<file path="src/core/scan_pkg.sv">
package scan_pkg;

	// ------------------------------------------------------------
	// Scan geometry
	// ------------------------------------------------------------
	localparam int NUM_PIXELS = 2048;
	localparam int FIRST_VALID_STROBE = 89;
	localparam int FULL_SCAN_CLK = 2140;
	localparam int PIX_WIDTH = 12;

	// ------------------------------------------------------------
	// Start pulse limits and integration tail, in sensor clock periods
	// ------------------------------------------------------------
	localparam int MIN_PERIOD_CLK = 98;
	localparam int MIN_HIGH_CLK = 6;
	localparam int MIN_LOW_CLK = 92;
	localparam int INTEG_TAIL_CLK = 48;

	// ------------------------------------------------------------
	// Clock rates
	// ------------------------------------------------------------
	localparam int SYS_CLK_HZ = 25_000_000;
	localparam int MAX_SENSOR_HZ = 10_000_000;
	localparam int SENSOR_DIV = 4;

	// ------------------------------------------------------------
	// Controller defaults after reset, in sensor clock periods
	// ------------------------------------------------------------
	localparam logic [15:0] RST_PERIOD = 16'h085c;
	localparam logic [15:0] RST_HIGH = 16'h0800;

	// ------------------------------------------------------------
	// State types
	// ------------------------------------------------------------
	typedef enum logic [1:0] {
		INT_IDLE,
		INT_HIGH,
		INT_TAIL
	} integ_state_type;

endpackage

</file>
<file path="src/core/sensor_link_if.sv">
`timescale 1ns/1ps

// Wires between the line sensor and its controller
interface sensor_link_if #(
	parameter int PIX_W = scan_pkg::PIX_WIDTH
);
	logic sclk;
	logic scan_start_pulse;
	logic [PIX_W-1:0] video;
	logic trig;
	logic scan_done_flag;

	modport sensor_end (
		input sclk,
		input scan_start_pulse,
		output video,
		output trig,
		output scan_done_flag
	);

	modport ctrl_end (
		output sclk,
		output scan_start_pulse,
		input video,
		input trig,
		input scan_done_flag
	);
endinterface

</file>
<file path="src/core/scan_controller_end.sv">
`timescale 1ns/1ps

// ------------------------------------------------------------
// Overview of operation
// [RL1] Start rises at least 98 clocks apart
// [RL2] Start high at least 6 clocks
// [RL3] Start low at least 92 clocks
// [RL4] Shift begins first clock rise after start falls
// [RL5] Integration is high time plus 48 clocks
// [RL6] High time sets exposure
// [RL7] First valid pixel at strobe 89
// [RL8] Controller samples video on strobe rise
// [RL9] Sensor drives a per-pixel sample strobe
// [RL10] Full readout needs period of 2140 clocks
// [RL11] One pixel per clock, clock up to 10 MHz
// [RL12] Keep period and high time short
// [RL13] Sensor needs only clock and start
// [RL14] All pixels integrate over one window
// [RL15] End-of-scan flag after last pixel shifted
// ------------------------------------------------------------

// Controller end: clock divider, start pulse, pixel capture
module scan_controller_end #(
	parameter int PIX_W = scan_pkg::PIX_WIDTH,
	parameter int NUM_PIX = scan_pkg::NUM_PIXELS,
	parameter int DIV = scan_pkg::SENSOR_DIV
) (
	// Clock and reset
	input wire logic SYS_CLK_I,
	input wire logic RST_I,
	// Link to the sensor
	sensor_link_if.ctrl_end LINK,
	// Scan settings, in sensor clock periods
	input wire logic RUN_I,
	input wire logic [15:0] PERIOD_I,
	input wire logic [15:0] HIGH_I,
	// Captured pixels
	output logic PIX_VALID_O,
	output logic [PIX_W-1:0] PIX_DATA_O,
	output logic [15:0] PIX_INDEX_O,
	output logic FRAME_DONE_O,
	// Status
	output logic FULL_SCAN_O,
	output logic ADJUSTED_O
);
	localparam int DIV_W = $clog2(DIV);
	localparam logic [DIV_W-1:0] DIV_LAST = DIV_W'(DIV - 1);
	localparam logic [DIV_W-1:0] DIV_HALF = DIV_W'(DIV / 2);
	localparam logic [15:0] MIN_HIGH = 16'(scan_pkg::MIN_HIGH_CLK);
	localparam logic [15:0] MIN_LOW = 16'(scan_pkg::MIN_LOW_CLK);
	localparam logic [15:0] MIN_PER = 16'(scan_pkg::MIN_PERIOD_CLK);
	localparam logic [15:0] FULL_PER = 16'(scan_pkg::FULL_SCAN_CLK);
	localparam logic [15:0] FIRST_S = 16'(scan_pkg::FIRST_VALID_STROBE);
	localparam logic [15:0] NPIX = 16'(NUM_PIX);

	// Divider must keep even duty, the clock under its limit and
	// leave room for the strobe round trip
	initial begin
		if (DIV < 4 || DIV % 2 != 0 ||
			scan_pkg::SYS_CLK_HZ / DIV > scan_pkg::MAX_SENSOR_HZ) begin
			$error("scan_controller_end: DIV unusable");
		end
		if (NUM_PIX < 1 || NUM_PIX > 65535) begin
			$error("scan_controller_end: NUM_PIX unusable");
		end
	end

	// Clamp a request up to a floor
	function automatic logic [15:0] at_least(input logic [15:0] v,
		input logic [15:0] floor_v);
		at_least = (v < floor_v) ? floor_v : v;
	endfunction

	// ------------------------------------------------------------
	// Sensor clock divider
	// ------------------------------------------------------------
	logic [DIV_W-1:0] div_r, div_nxt;
	logic sclk_r, sclk_nxt;
	logic sclk_rise, sclk_fall;

	// Free running square wave, half of DIV high
	always_comb begin
		div_nxt = (div_r == DIV_LAST) ? '0 : div_r + 1'b1;
		sclk_nxt = (div_nxt < DIV_HALF); // RL11
		sclk_rise = (div_r == DIV_LAST);
		sclk_fall = (div_r == DIV_HALF - 1'b1);
	end

	always_ff @(posedge SYS_CLK_I or posedge RST_I) begin
		if (RST_I) begin
			div_r <= DIV_HALF; // Phase that matches sclk low
			sclk_r <= 1'b0;
		end else begin
			div_r <= div_nxt;
			sclk_r <= sclk_nxt;
		end
	end

	// ------------------------------------------------------------
	// Start pulse generator
	// ------------------------------------------------------------
	logic [15:0] pos_r, pos_nxt;
	logic [15:0] per_r, per_nxt, high_r, high_nxt;
	logic [15:0] high_req, per_req;
	logic st_r, st_nxt, full_r, full_nxt, adj_r, adj_nxt;

	// Settings are clamped and taken only at a period boundary;
	// the start pin moves on sensor clock falls, clear of rises
	always_comb begin
		high_req = at_least(HIGH_I, MIN_HIGH); // RL2
		per_req = at_least(PERIOD_I, high_req + MIN_LOW); // RL3
		per_req = at_least(per_req, MIN_PER); // RL1
		pos_nxt = pos_r;
		per_nxt = per_r;
		high_nxt = high_r;
		st_nxt = st_r;
		full_nxt = full_r;
		adj_nxt = adj_r;
		if (sclk_fall) begin
			// Stopping waits for a boundary, so no pulse is cut short
			if (pos_r == 16'h0000 || pos_r >= per_r) begin
				if (RUN_I) begin
					pos_nxt = 16'h0001;
					per_nxt = per_req;
					high_nxt = high_req; // RL6
					st_nxt = 1'b1;
					full_nxt = (per_req >= FULL_PER); // RL10
					adj_nxt = (per_req != PERIOD_I) || (high_req != HIGH_I);
				end else begin
					pos_nxt = 16'h0000;
					st_nxt = 1'b0;
				end
			end else begin
				pos_nxt = pos_r + 16'h0001;
				st_nxt = (pos_r < high_r); // RL12
			end
		end
	end

	always_ff @(posedge SYS_CLK_I or posedge RST_I) begin
		if (RST_I) begin
			pos_r <= 16'h0000;
			per_r <= scan_pkg::RST_PERIOD;
			high_r <= scan_pkg::RST_HIGH;
			st_r <= 1'b0;
			full_r <= 1'b0;
			adj_r <= 1'b0;
		end else begin
			pos_r <= pos_nxt;
			per_r <= per_nxt;
			high_r <= high_nxt;
			st_r <= st_nxt;
			full_r <= full_nxt;
			adj_r <= adj_nxt;
		end
	end

	// ------------------------------------------------------------
	// Strobe counting and pixel capture
	// ------------------------------------------------------------
	logic trig_q_r, eos_q_r, arm_r, arm_nxt, cnt_ok_r, cnt_ok_nxt;
	logic [15:0] strobe_r, strobe_nxt;
	logic vld_r, vld_nxt, done_r, done_nxt;
	logic [PIX_W-1:0] data_r, data_nxt;
	logic [15:0] idx_r, idx_nxt;
	logic trig_up, st_fell;

	assign trig_up = LINK.trig & ~trig_q_r;
	assign st_fell = sclk_fall & st_r & ~st_nxt;

	// Count strobes from the first clock rise after start falls;
	// strobes already in flight at the fall are left out
	always_comb begin
		arm_nxt = arm_r;
		cnt_ok_nxt = cnt_ok_r;
		strobe_nxt = strobe_r;
		vld_nxt = 1'b0;
		data_nxt = data_r;
		idx_nxt = idx_r;
		done_nxt = LINK.scan_done_flag & ~eos_q_r; // RL15
		if (st_fell) begin
			arm_nxt = 1'b1;
			cnt_ok_nxt = 1'b0;
		end else if (arm_r && sclk_rise) begin
			arm_nxt = 1'b0; // RL4
			cnt_ok_nxt = 1'b1;
			strobe_nxt = 16'h0000;
		end else if (trig_up && cnt_ok_r) begin
			strobe_nxt = strobe_r + 16'h0001;
			if (strobe_nxt >= FIRST_S &&
				strobe_nxt - FIRST_S < NPIX) begin // RL7
				vld_nxt = 1'b1;
				data_nxt = LINK.video; // RL8
				idx_nxt = strobe_nxt - FIRST_S;
			end
		end
	end

	always_ff @(posedge SYS_CLK_I or posedge RST_I) begin
		if (RST_I) begin
			trig_q_r <= 1'b0;
			eos_q_r <= 1'b0;
			arm_r <= 1'b0;
			cnt_ok_r <= 1'b0;
			strobe_r <= 16'h0000;
			vld_r <= 1'b0;
			data_r <= '0;
			idx_r <= 16'h0000;
			done_r <= 1'b0;
		end else begin
			trig_q_r <= LINK.trig;
			eos_q_r <= LINK.scan_done_flag;
			arm_r <= arm_nxt;
			cnt_ok_r <= cnt_ok_nxt;
			strobe_r <= strobe_nxt;
			vld_r <= vld_nxt;
			data_r <= data_nxt;
			idx_r <= idx_nxt;
			done_r <= done_nxt;
		end
	end

	// ------------------------------------------------------------
	// Outputs, all from flip-flops
	// ------------------------------------------------------------
	assign LINK.sclk = sclk_r;
	assign LINK.scan_start_pulse = st_r; // RL13
	assign PIX_VALID_O = vld_r;
	assign PIX_DATA_O = data_r;
	assign PIX_INDEX_O = idx_r;
	assign FRAME_DONE_O = done_r;
	assign FULL_SCAN_O = full_r;
	assign ADJUSTED_O = adj_r;
endmodule

</file>
<file path="src/flat_wrapper.sv">
// flat-port wrapper written by rule: the top's interface ports become plain ports
module scan_controller_end_flat 
#(
	parameter int PIX_W = scan_pkg::PIX_WIDTH,
	parameter int NUM_PIX = scan_pkg::NUM_PIXELS,
	parameter int DIV = scan_pkg::SENSOR_DIV
)
  (SYS_CLK_I, RST_I, RUN_I, PERIOD_I, HIGH_I, PIX_VALID_O, PIX_DATA_O, PIX_INDEX_O, FRAME_DONE_O, FULL_SCAN_O, ADJUSTED_O, LINK_sclk, LINK_scan_start_pulse, LINK_video, LINK_trig, LINK_scan_done_flag);
  sensor_link_if #(.PIX_W(PIX_W)) LINK_i ();
  input wire logic SYS_CLK_I;
  input wire logic RST_I;
  input wire logic RUN_I;
  input wire logic [15:0] PERIOD_I;
  input wire logic [15:0] HIGH_I;
  output logic PIX_VALID_O;
  output logic [PIX_W-1:0] PIX_DATA_O;
  output logic [15:0] PIX_INDEX_O;
  output logic FRAME_DONE_O;
  output logic FULL_SCAN_O;
  output logic ADJUSTED_O;
  output wire logic [$bits(LINK_i.sclk)-1:0] LINK_sclk;
  output wire logic [$bits(LINK_i.scan_start_pulse)-1:0] LINK_scan_start_pulse;
  input wire logic [$bits(LINK_i.video)-1:0] LINK_video;
  input wire logic [$bits(LINK_i.trig)-1:0] LINK_trig;
  input wire logic [$bits(LINK_i.scan_done_flag)-1:0] LINK_scan_done_flag;
  assign LINK_sclk = LINK_i.sclk;
  assign LINK_scan_start_pulse = LINK_i.scan_start_pulse;
  assign LINK_i.video = LINK_video;
  assign LINK_i.trig = LINK_trig;
  assign LINK_i.scan_done_flag = LINK_scan_done_flag;
  scan_controller_end #(.PIX_W(PIX_W), .NUM_PIX(NUM_PIX), .DIV(DIV)) u_core (.SYS_CLK_I(SYS_CLK_I), .RST_I(RST_I), .LINK(LINK_i), .RUN_I(RUN_I), .PERIOD_I(PERIOD_I), .HIGH_I(HIGH_I), .PIX_VALID_O(PIX_VALID_O), .PIX_DATA_O(PIX_DATA_O), .PIX_INDEX_O(PIX_INDEX_O), .FRAME_DONE_O(FRAME_DONE_O), .FULL_SCAN_O(FULL_SCAN_O), .ADJUSTED_O(ADJUSTED_O));
endmodule
</file>
<file path="config.mk">
export PLATFORM = sky130hd
export DESIGN_NAME = scan_controller_end_flat
export DESIGN_NICKNAME = d
export VERILOG_FILES = /design/src/core/scan_pkg.sv /design/src/core/sensor_link_if.sv /design/src/core/scan_controller_end.sv /design/src/flat_wrapper.sv
export SDC_FILE = /design/constraint.sdc
export NUM_CORES = 1
export LEC_CHECK = 0
export BUFFER_PORTS_ARGS = -buffer_cell sky130_fd_sc_hd__buf_2
export CAP_MARGIN = 20
export CELL_PAD_IN_SITES_DETAIL_PLACEMENT = 1
export CELL_PAD_IN_SITES_GLOBAL_PLACEMENT = 2
export CORE_MARGIN = 5
export CORE_UTILIZATION = 39
export DETAILED_ROUTE_END_ITERATION = 10
export PLACE_DENSITY = 0.85
export SETUP_SLACK_MARGIN = 0.15
export SYNTH_ARGS = -nofsm -noshare
export SYNTH_HDL_FRONTEND = slang
export SYNTH_SLANG_ARGS = --single-unit
</file>
<file path="constraint.sdc">
create_clock -name SYS_CLK_I -period 7.1 [get_ports SYS_CLK_I]
set_input_delay 1.065 -clock SYS_CLK_I [delete_from_list [all_inputs] [get_ports SYS_CLK_I]]
set_output_delay 1.065 -clock SYS_CLK_I [all_outputs]
set_load 0.01 [all_outputs]
</file>
==> metrics.txt, run 1 <==
# TYPE chip_impl_metric gauge
chip_impl_metric{name="die_y",unit="um"} 143
chip_impl_metric{name="grt_max_degree",unit=""} 63
chip_impl_info{name="clock-root-buffer",value="sky130_fd_sc_hd__clkbuf_16"} 1
chip_impl_metric{name="total_power",unit="mW"} 1.35
chip_impl_metric{name="drt_iter0_markers",unit=""} 243
chip_impl_metric{name="antenna_cells",unit=""} 0
chip_impl_metric{name="final.setup.worst_slack",unit="ns"} 1.68
chip_impl_info{name="path_class",value="in2reg"} 1
chip_impl_metric{name="synth_seq_cells",unit=""} 104
chip_impl_metric{name="areaGrowthSynthToFinish",unit="%"} 12.2
chip_impl_metric{name="fp.coreArea",unit="mm2"} 0.0173
chip_impl_info{name="critical_path.cell_chain",value="buf_2, nor4_1, and4_1, nor2_1, ha_1, nand2b_1, nand2_1, xnor2_1, ha_1, nand4_1, a21oi_1, o31a_1, a2111o_1, buf_4, nor2_1, a21oi_1, nor2_1, a22oi_1, o32a_1"} 1
chip_impl_metric{name="grt_pass1_wl",unit="um"} 32900
chip_impl_metric{name="ff2ff_path_depth",unit=""} 11
chip_impl_info{name="min-delay-path-class",value="reg2reg"} 1
chip_impl_metric{name="first_global_vias",unit=""} 6332
chip_impl_metric{name="synth-edff-count",unit=""} 0
chip_impl_metric{name="clkSinkCount",unit=""} 104
chip_impl_metric{name="setup_violations",unit=""} 0
chip_impl_info{name="critical-path-slowest-cell",value="sky130_fd_sc_hd__a2111o_1"} 1
chip_impl_metric{name="pwrdens",unit="mW/mm2"} 176
chip_impl_metric{name="switchingPower",unit="mW"} 0.414
chip_impl_metric{name="syn_area_per_cell",unit="um2"} 9.12
chip_impl_metric{name="initial_core_util",unit=""} 0.397
chip_impl_metric{name="postRouteAntennaNets",unit=""} 0
chip_impl_metric{name="clk_pin_slew_worst_paths",unit="ns"} 0.07
chip_impl_metric{name="seq_power_share",unit=""} 0.470
chip_impl_metric{name="post_synth_inst_count",unit=""} 753
chip_impl_info{name="tritoncts",value="done"} 1
chip_impl_info{name="worst_path_most_repeated_cell",value="sky130_fd_sc_hd__nor2_1"} 1
chip_impl_metric{name="timing.hold.worst_path_depth",unit=""} 1
chip_impl_metric{name="num_rows",unit=""} 48
chip_impl_metric{name="critPathMaxStageDelay",unit="ns"} 0.64
chip_impl_metric{name="drcViolationCount",unit=""} 0
chip_impl_metric{name="global_route.usage.total",unit=""} 0.200
chip_impl_metric{name="syn-cell-area",unit="mm2"} 0.00687
chip_impl_metric{name="routed_via_density",unit=""} 5.63
chip_impl_metric{name="whs",unit="ns"} 0.416
chip_impl_metric{name="worst_pin_slew",unit="ns"} 0.842
chip_impl_metric{name="cts.repair_timing.setup_buffer_count",unit=""} 0
chip_impl_metric{name="synth_cell_types",unit=""} 74
chip_impl_metric{name="final-max-slew-violation-count",unit=""} 0
chip_impl_metric{name="fin_setup_tns",unit="ns"} 0
chip_impl_metric{name="die-area",unit="mm2"} 0.0204
chip_impl_metric{name="detail_route.wl_per_cell",unit="um"} 18.9
chip_impl_info{name="worst_r2r_startpoint",value="u_core.strobe_r[0]"} 1
chip_impl_metric{name="detailed_place_hpwl",unit="um"} 15400
chip_impl_metric{name="worstSkewPairLatency",unit="ns"} 0.36
chip_impl_metric{name="drv_cap",unit=""} 0
chip_impl_info{name="grt_setup_unrepaired",value="false"} 1
chip_impl_metric{name="slew-limit-headroom",unit=""} 0.439
chip_impl_info{name="worst_setup_path_startpoint",value="HIGH_I[11]"} 1
chip_impl_metric{name="cts-root-to-sink-buffers",unit=""} 2
chip_impl_metric{name="top_cell_type_s_share_of_synthesized_area",unit=""} 0.354
chip_impl_metric{name="top_level_ports",unit=""} 83
chip_impl_metric{name="static-leakage-power",unit="nW"} 3.70
chip_impl_metric{name="p_clk_frac",unit=""} 0.366
chip_impl_metric{name="internal_power",unit="mW"} 0.938
chip_impl_metric{name="critical_path_at",unit="ns"} 5.66
chip_impl_metric{name="yosysWarnings",unit=""} 0
chip_impl_metric{name="required_time_at_the_worst_slack_endpoint",unit="ns"} 7.34
chip_impl_metric{name="final_min_period_over_clock_period",unit=""} 0.764
chip_impl_metric{name="antenna_found_initial",unit=""} 0
chip_impl_metric{name="postCtsResizedCells",unit=""} 0
chip_impl_metric{name="placement.io_buffers",unit=""} 82
chip_impl_info{name="predominant_post_synthesis_flop_cell",value="sky130_fd_sc_hd__dfrtp_1"} 1
chip_impl_metric{name="period_minus_slack",unit="ns"} 5.42
chip_impl_info{name="worst_setup_path_start_kind",value="primary input"} 1
chip_impl_info{name="synth_top_cell_by_area",value="sky130_fd_sc_hd__dfrtp_1"} 1
chip_impl_metric{name="final_net_count",unit=""} 915
chip_impl_info{name="most-common-layout-cells",value="sky130_fd_sc_hd__dfrtp_1, sky130_fd_sc_hd__buf_2, sky130_fd_sc_hd__nand2_1, sky130_fd_sc_hd__nor2_1, sky130_fd_sc_hd__ha_1"} 1
chip_impl_metric{name="routabilityCongestion",unit=""} 0.871
chip_impl_metric{name="share_comb_of_total_power",unit=""} 0.164
chip_impl_metric{name="worst_ir_drop_vdd",unit="uV"} 105
chip_impl_metric{name="place_ws",unit="ns"} 1.40
chip_impl_metric{name="drt-pass1-iter-count",unit=""} 4
chip_impl_info{name="run_status",value="complete, no violations"} 1
chip_impl_metric{name="syn_nets",unit=""} 855
chip_impl_metric{name="count_of_hold_fix_buffers_inserted_at_cts",unit=""} 0
chip_impl_metric{name="netSwitchingFraction",unit=""} 0.306
chip_impl_info{name="hold_sp",value="u_core.eos_q_r"} 1
chip_impl_metric{name="cts.htree.levels",unit=""} 3
chip_impl_info{name="ys_top_cells_by_area",value="sky130_fd_sc_hd__dfrtp_1, sky130_fd_sc_hd__ha_1, sky130_fd_sc_hd__xnor2_1"} 1
chip_impl_metric{name="final_layout_size_suffix_gt1_frac",unit=""} 0.181
chip_impl_metric{name="synth_seq_area_share",unit=""} 0.380
chip_impl_metric{name="route.final.wire_length",unit="um"} 19800
chip_impl_info{name="layout.cells.most_common",value="sky130_fd_sc_hd__dfrtp_1"} 1
chip_impl_metric{name="via_count",unit=""} 5876
chip_impl_metric{name="cp_max_fo",unit=""} 20
chip_impl_metric{name="skew",unit="ns"} 0.0119
chip_impl_metric{name="timing_hold_violations_final",unit=""} 0
chip_impl_metric{name="postSynth.asyncResetShare",unit=""} 1.00
chip_impl_metric{name="f_max",unit="GHz"} 0.184
chip_impl_info{name="cp-end-kind",value="flop"} 1
chip_impl_metric{name="grt-ovfl-total",unit=""} 0
chip_impl_metric{name="chipWidth",unit="um"} 143
chip_impl_metric{name="numCtsBuffers",unit=""} 9
critical path: cells and delay by family:
family | cells | cell delay [ns]
AND/OR/NAND/NOR | 8 | 1.66
AO/OA/AOI/OAI | 6 | 1.48
adder cells (fa/ha/maj) | 2 | 0.57
buffers and inverters | 2 | 0.45
XOR/XNOR | 1 | 0.42
layout make-up:
cell class | count | area [um2]
sequential | 104 | 2610
timing repair buffer | 86 | 440
inverter | 51 | 194
fill | 2051 | 9590
clock inverter | 7 | 72.6
tap | 225 | 282
clock buffer | 9 | 225
multi-input combinational | 561 | 3880
path summary, 6_finish.rpt:
path / endpoint / slack, ns
worst min-delay path: u_core.FRAME_DONE_O / 0.42
worst max-delay path: u_core.ADJUSTED_O / 1.68
min in group asynchronous: u_core.high_r[9] / 0.75
worst min register to register: u_core.FRAME_DONE_O / 0.42
max in group asynchronous: u_core.pos_r[8] / 5.14
worst max register to register: u_core.PIX_INDEX_O[2] / 3.18
registers in the layout, summed over array words and instances (netlist names):
signal	flops
u_core.per_r	16
u_core.eos_q_r	1
u_core.FRAME_DONE_O	1
u_core.LINK.scan_start_pulse	1
u_core.LINK.sclk	1
u_core.pos_r	16
u_core.strobe_r	16
u_core.cnt_ok_r	1
u_core.trig_q_r	1
u_core.FULL_SCAN_O	1
u_core.ADJUSTED_O	1
u_core.PIX_INDEX_O	16
u_core.arm_r	1
u_core.PIX_DATA_O	12
u_core.PIX_VALID_O	1
u_core.div_r	2
u_core.high_r	16
power groups by stage:
stage / combinational [mW] / clock [mW] / sequential, mW
after floorplan: 0.177 / 0 / 0.623
after global placement: 0.214 / 0 / 0.644
after detailed placement: 0.223 / 0 / 0.647
after CTS: 0.224 / 0.513 / 0.636
after global routing: 0.251 / 0.538 / 0.640
final: 0.222 / 0.495 / 0.636
per-stage QoR:
step,instances,area (um2),utilization
finish,1043,7700,0.445
global route,1043,7700,0.445
global placement,1027,7410,0.428
detailed placement,1027,7410,0.428
CTS,1043,7700,0.445
floorplan,753,6870,-
cells in the mapped netlist, types with 16 or more instances:
cell type,number
sky130_fd_sc_hd__o21ai_0,52
sky130_fd_sc_hd__nand3_1,23
sky130_fd_sc_hd__nand4_1,20
sky130_fd_sc_hd__nand2_1,68
sky130_fd_sc_hd__xor2_1,20
sky130_fd_sc_hd__inv_1,51
sky130_fd_sc_hd__a21oi_1,38
sky130_fd_sc_hd__dfrtp_1,97
sky130_fd_sc_hd__mux2_2,22
sky130_fd_sc_hd__clkbuf_1,16
sky130_fd_sc_hd__nor2_1,60
sky130_fd_sc_hd__ha_1,53
sky130_fd_sc_hd__xnor2_1,30
cell families after synthesis:
| kind of cell | share of synthesized area |
|---|---|
| AND/OR/NAND/NOR | 0.185 |
| AO/OA/AOI/OAI | 0.168 |
| flip-flops | 0.380 |
| buffers and inverters | 0.0545 |
| adder cells (fa/ha/maj) | 0.0966 |
| XOR/XNOR | 0.0662 |
| multiplexers | 0.0492 |
layer usage:
metal	track usage	vias to the layer above	part of all wire
li1	-	2807	-
met1	0.243	2946	0.42
met2	0.368	100	0.53
met3	0.0345	23	0.038
met4	0.0480	0	0.014
met5	0	-	0
No activity file was read; power rests on OpenSTA's default activity.
==> run 2, diff against run 1 <==
--- a/config.mk
+++ b/config.mk
@@ -10,9 +10,9 @@
 export CELL_PAD_IN_SITES_DETAIL_PLACEMENT = 1
 export CELL_PAD_IN_SITES_GLOBAL_PLACEMENT = 2
 export CORE_MARGIN = 5
-export CORE_UTILIZATION = 39
+export CORE_UTILIZATION = 37
 export DETAILED_ROUTE_END_ITERATION = 10
-export PLACE_DENSITY = 0.85
+export PLACE_DENSITY = 0.81
 export SETUP_SLACK_MARGIN = 0.15
 export SYNTH_ARGS = -nofsm -noshare
 export SYNTH_HDL_FRONTEND = slang
==> constraint.sdc (replaced) <==
create_clock -name SYS_CLK_I -period 5.55 [get_ports SYS_CLK_I]
set_input_delay 0.8325 -clock SYS_CLK_I [delete_from_list [all_inputs] [get_ports SYS_CLK_I]]
set_output_delay 0.8325 -clock SYS_CLK_I [all_outputs]
set_load 0.01 [all_outputs]
==> run 2 against run 1 <==
Final cell count grew 0.58%. Flip-flop and latch count is the same. Critical path depth shrank 2. Clock-buffer cell count is the same. Global-route usage shrank 0.78 points. Die area grew 5.0%. Highest routed layer unchanged.
==> metrics.txt, run 2 (same netlist as run 1, synthesis figures left out) <==
# TYPE chip_impl_metric gauge
chip_impl_metric{name="drv_cap",unit=""} 0
chip_impl_metric{name="final_layout_size_suffix_gt1_frac",unit=""} 0.183
chip_impl_metric{name="worstSkewPairLatency",unit="ns"} 0.37
chip_impl_metric{name="via_count",unit=""} 5852
chip_impl_metric{name="cts.repair_timing.setup_buffer_count",unit=""} 0
chip_impl_metric{name="f_max",unit="GHz"} 0.205
chip_impl_metric{name="final-max-slew-violation-count",unit=""} 0
chip_impl_metric{name="critical_path_at",unit="ns"} 5.12
chip_impl_metric{name="fp.coreArea",unit="mm2"} 0.0181
chip_impl_info{name="worst_hold_path.endpoint",value="u_core.FRAME_DONE_O"} 1
chip_impl_info{name="tritoncts",value="done"} 1
chip_impl_metric{name="detailed_place_hpwl",unit="um"} 15700
chip_impl_metric{name="top_level_ports",unit=""} 83
chip_impl_metric{name="placement.io_buffers",unit=""} 82
chip_impl_metric{name="total_power",unit="mW"} 1.74
chip_impl_metric{name="period_minus_slack",unit="ns"} 4.87
chip_impl_metric{name="worst_pin_slew",unit="ns"} 0.892
chip_impl_metric{name="initial_core_util",unit=""} 0.380
chip_impl_metric{name="multi_input_area",unit="mm2"} 0.00388
chip_impl_metric{name="static-leakage-power",unit="nW"} 3.70
chip_impl_metric{name="final_net_count",unit=""} 917
chip_impl_metric{name="drt-pass1-iter-count",unit=""} 4
chip_impl_info{name="layout.cells.most_common",value="sky130_fd_sc_hd__dfrtp_1"} 1
chip_impl_info{name="worst_setup_path_startpoint",value="HIGH_I[11]"} 1
chip_impl_metric{name="worst-r2r-setup-slack",unit="ns"} 1.66
chip_impl_metric{name="setup_violations",unit=""} 0
chip_impl_metric{name="skew",unit="ns"} 0.0114
chip_impl_info{name="min-delay-path-class",value="reg2reg"} 1
chip_impl_metric{name="routabilityCongestion",unit=""} 0.869
chip_impl_metric{name="final-seq-area",unit="mm2"} 0.00261
chip_impl_metric{name="areaGrowthSynthToFinish",unit="%"} 12.4
chip_impl_info{name="run_status",value="complete, no violations"} 1
chip_impl_metric{name="cts.htree.levels",unit=""} 3
chip_impl_metric{name="antenna_cells",unit=""} 0
chip_impl_metric{name="postCtsResizedCells",unit=""} 0
chip_impl_metric{name="first_global_vias",unit=""} 6364
chip_impl_metric{name="cts-root-to-sink-buffers",unit=""} 2
chip_impl_metric{name="chipWidth",unit="um"} 146
chip_impl_info{name="r2r-end",value="u_core.PIX_DATA_O[11]"} 1
chip_impl_metric{name="drt_iter0_markers",unit=""} 240
chip_impl_info{name="cp-end-kind",value="flop"} 1
chip_impl_metric{name="grt_max_degree",unit=""} 72
chip_impl_metric{name="num_rows",unit=""} 49
chip_impl_metric{name="count_of_hold_fix_buffers_inserted_at_cts",unit=""} 0
chip_impl_info{name="worst_setup_path_start_kind",value="primary input"} 1
chip_impl_info{name="grt_setup_unrepaired",value="false"} 1
chip_impl_metric{name="clkSinkCount",unit=""} 104
chip_impl_metric{name="slew-limit-headroom",unit=""} 0.405
chip_impl_metric{name="routed_via_density",unit=""} 5.58
chip_impl_metric{name="die-area",unit="mm2"} 0.0214
chip_impl_metric{name="grt-ovfl-total",unit=""} 0
chip_impl_metric{name="drcViolationCount",unit=""} 0
chip_impl_info{name="most-common-layout-cells",value="sky130_fd_sc_hd__dfrtp_1, sky130_fd_sc_hd__buf_2, sky130_fd_sc_hd__nand2_1, sky130_fd_sc_hd__nor2_1, sky130_fd_sc_hd__ha_1"} 1
chip_impl_metric{name="num-fill-cells",unit=""} 2119
chip_impl_metric{name="pwrdens",unit="mW/mm2"} 225
chip_impl_metric{name="antenna_found_initial",unit=""} 0
chip_impl_info{name="hold_sp",value="u_core.eos_q_r"} 1
chip_impl_metric{name="ff2ff_path_depth",unit=""} 11
chip_impl_metric{name="route.final.wire_length",unit="um"} 20300
chip_impl_info{name="worst_r2r_startpoint",value="u_core.strobe_r[0]"} 1
chip_impl_metric{name="die_y",unit="um"} 146
chip_impl_info{name="clock-root-buffer",value="sky130_fd_sc_hd__clkbuf_16"} 1
chip_impl_metric{name="postRouteAntennaNets",unit=""} 0
chip_impl_metric{name="detail_route.wl_per_cell",unit="um"} 19.3
chip_impl_metric{name="fin_setup_tns",unit="ns"} 0
chip_impl_info{name="path_class",value="in2reg"} 1
chip_impl_metric{name="global_route.usage.total",unit=""} 0.192
chip_impl_metric{name="cp_max_fo",unit=""} 10
chip_impl_metric{name="required_time_at_the_worst_slack_endpoint",unit="ns"} 5.80
chip_impl_metric{name="worst_ir_drop_vdd",unit="uV"} 148
chip_impl_metric{name="grt_pass1_wl",unit="um"} 33800
chip_impl_metric{name="numCtsBuffers",unit=""} 9
chip_impl_metric{name="final_min_period_over_clock_period",unit=""} 0.877
chip_impl_metric{name="clk_pin_slew_worst_paths",unit="ns"} 0.08
chip_impl_metric{name="timing.hold.worst_path_depth",unit=""} 1
chip_impl_metric{name="timing_hold_violations_final",unit=""} 0
run 2: per-layer routing:
metal | GRT usage | wire length, um
met3 | 0.0273 | 606
met4 | 0.0546 | 358
met1 | 0.236 | 8760
met2 | 0.351 | 10500
met5 | 0 | 0
run 2: area by class of cell:
cell class              count  area share
clock buffers               9      0.0292
clock inverters             7     0.00843
inverters                  51      0.0251
multi-input cells         561       0.503
flip-flops and latches    104       0.338
well taps                 229      0.0371
repair buffers             88      0.0590
run 2: worst max-delay path, cell delays in order:
cell and delay (ns):
sky130_fd_sc_hd__buf_2 0.13, sky130_fd_sc_hd__nor4_1 0.55, sky130_fd_sc_hd__and4_1 0.39, sky130_fd_sc_hd__nor2_1 0.08
sky130_fd_sc_hd__ha_1 0.22, sky130_fd_sc_hd__nand2b_1 0.12, sky130_fd_sc_hd__nand2_1 0.10, sky130_fd_sc_hd__xnor2_1 0.42
sky130_fd_sc_hd__ha_1 0.34, sky130_fd_sc_hd__o21ai_0 0.17, sky130_fd_sc_hd__nor2_1 0.06, sky130_fd_sc_hd__o31a_1 0.24
sky130_fd_sc_hd__a2111o_1 0.45, sky130_fd_sc_hd__mux2_4 0.39, sky130_fd_sc_hd__nor2_1 0.17, sky130_fd_sc_hd__a22oi_1 0.09
sky130_fd_sc_hd__o32a_1 0.35
run 2: worst max-delay path by stage:
stage,endpoint,cells after the start
after floorplan,u_core.ADJUSTED_O,17
after global placement,u_core.ADJUSTED_O,17
after detailed placement,u_core.ADJUSTED_O,17
after CTS,u_core.ADJUSTED_O,17
after global routing,u_core.ADJUSTED_O,19
final,u_core.ADJUSTED_O,17
run 2: power breakdown:
part | internal (mW) | switching (mW) | total [mW]
clock | 0.316 | 0.323 | 0.639
sequential | 0.772 | 0.0404 | 0.812
combinational | 0.112 | 0.173 | 0.285
total | 1.20 | 0.537 | 1.74
run 2: through the flow:
step | utilization | setup WS [ns] | hold slack, ns | instance area, um2 | instances
final | 0.427 | 0.680 | 0.394 | 7720 | 1049
after global routing | 0.427 | 0.302 | 0.416 | 7720 | 1049
after CTS | 0.427 | 0.717 | 0.399 | 7720 | 1049
after detailed placement | 0.411 | 0.329 | 0.387 | 7430 | 1033
after global placement | 0.411 | 0.493 | 0.387 | 7430 | 1033
after floorplan | - | 1.03 | 0.378 | 6870 | 753
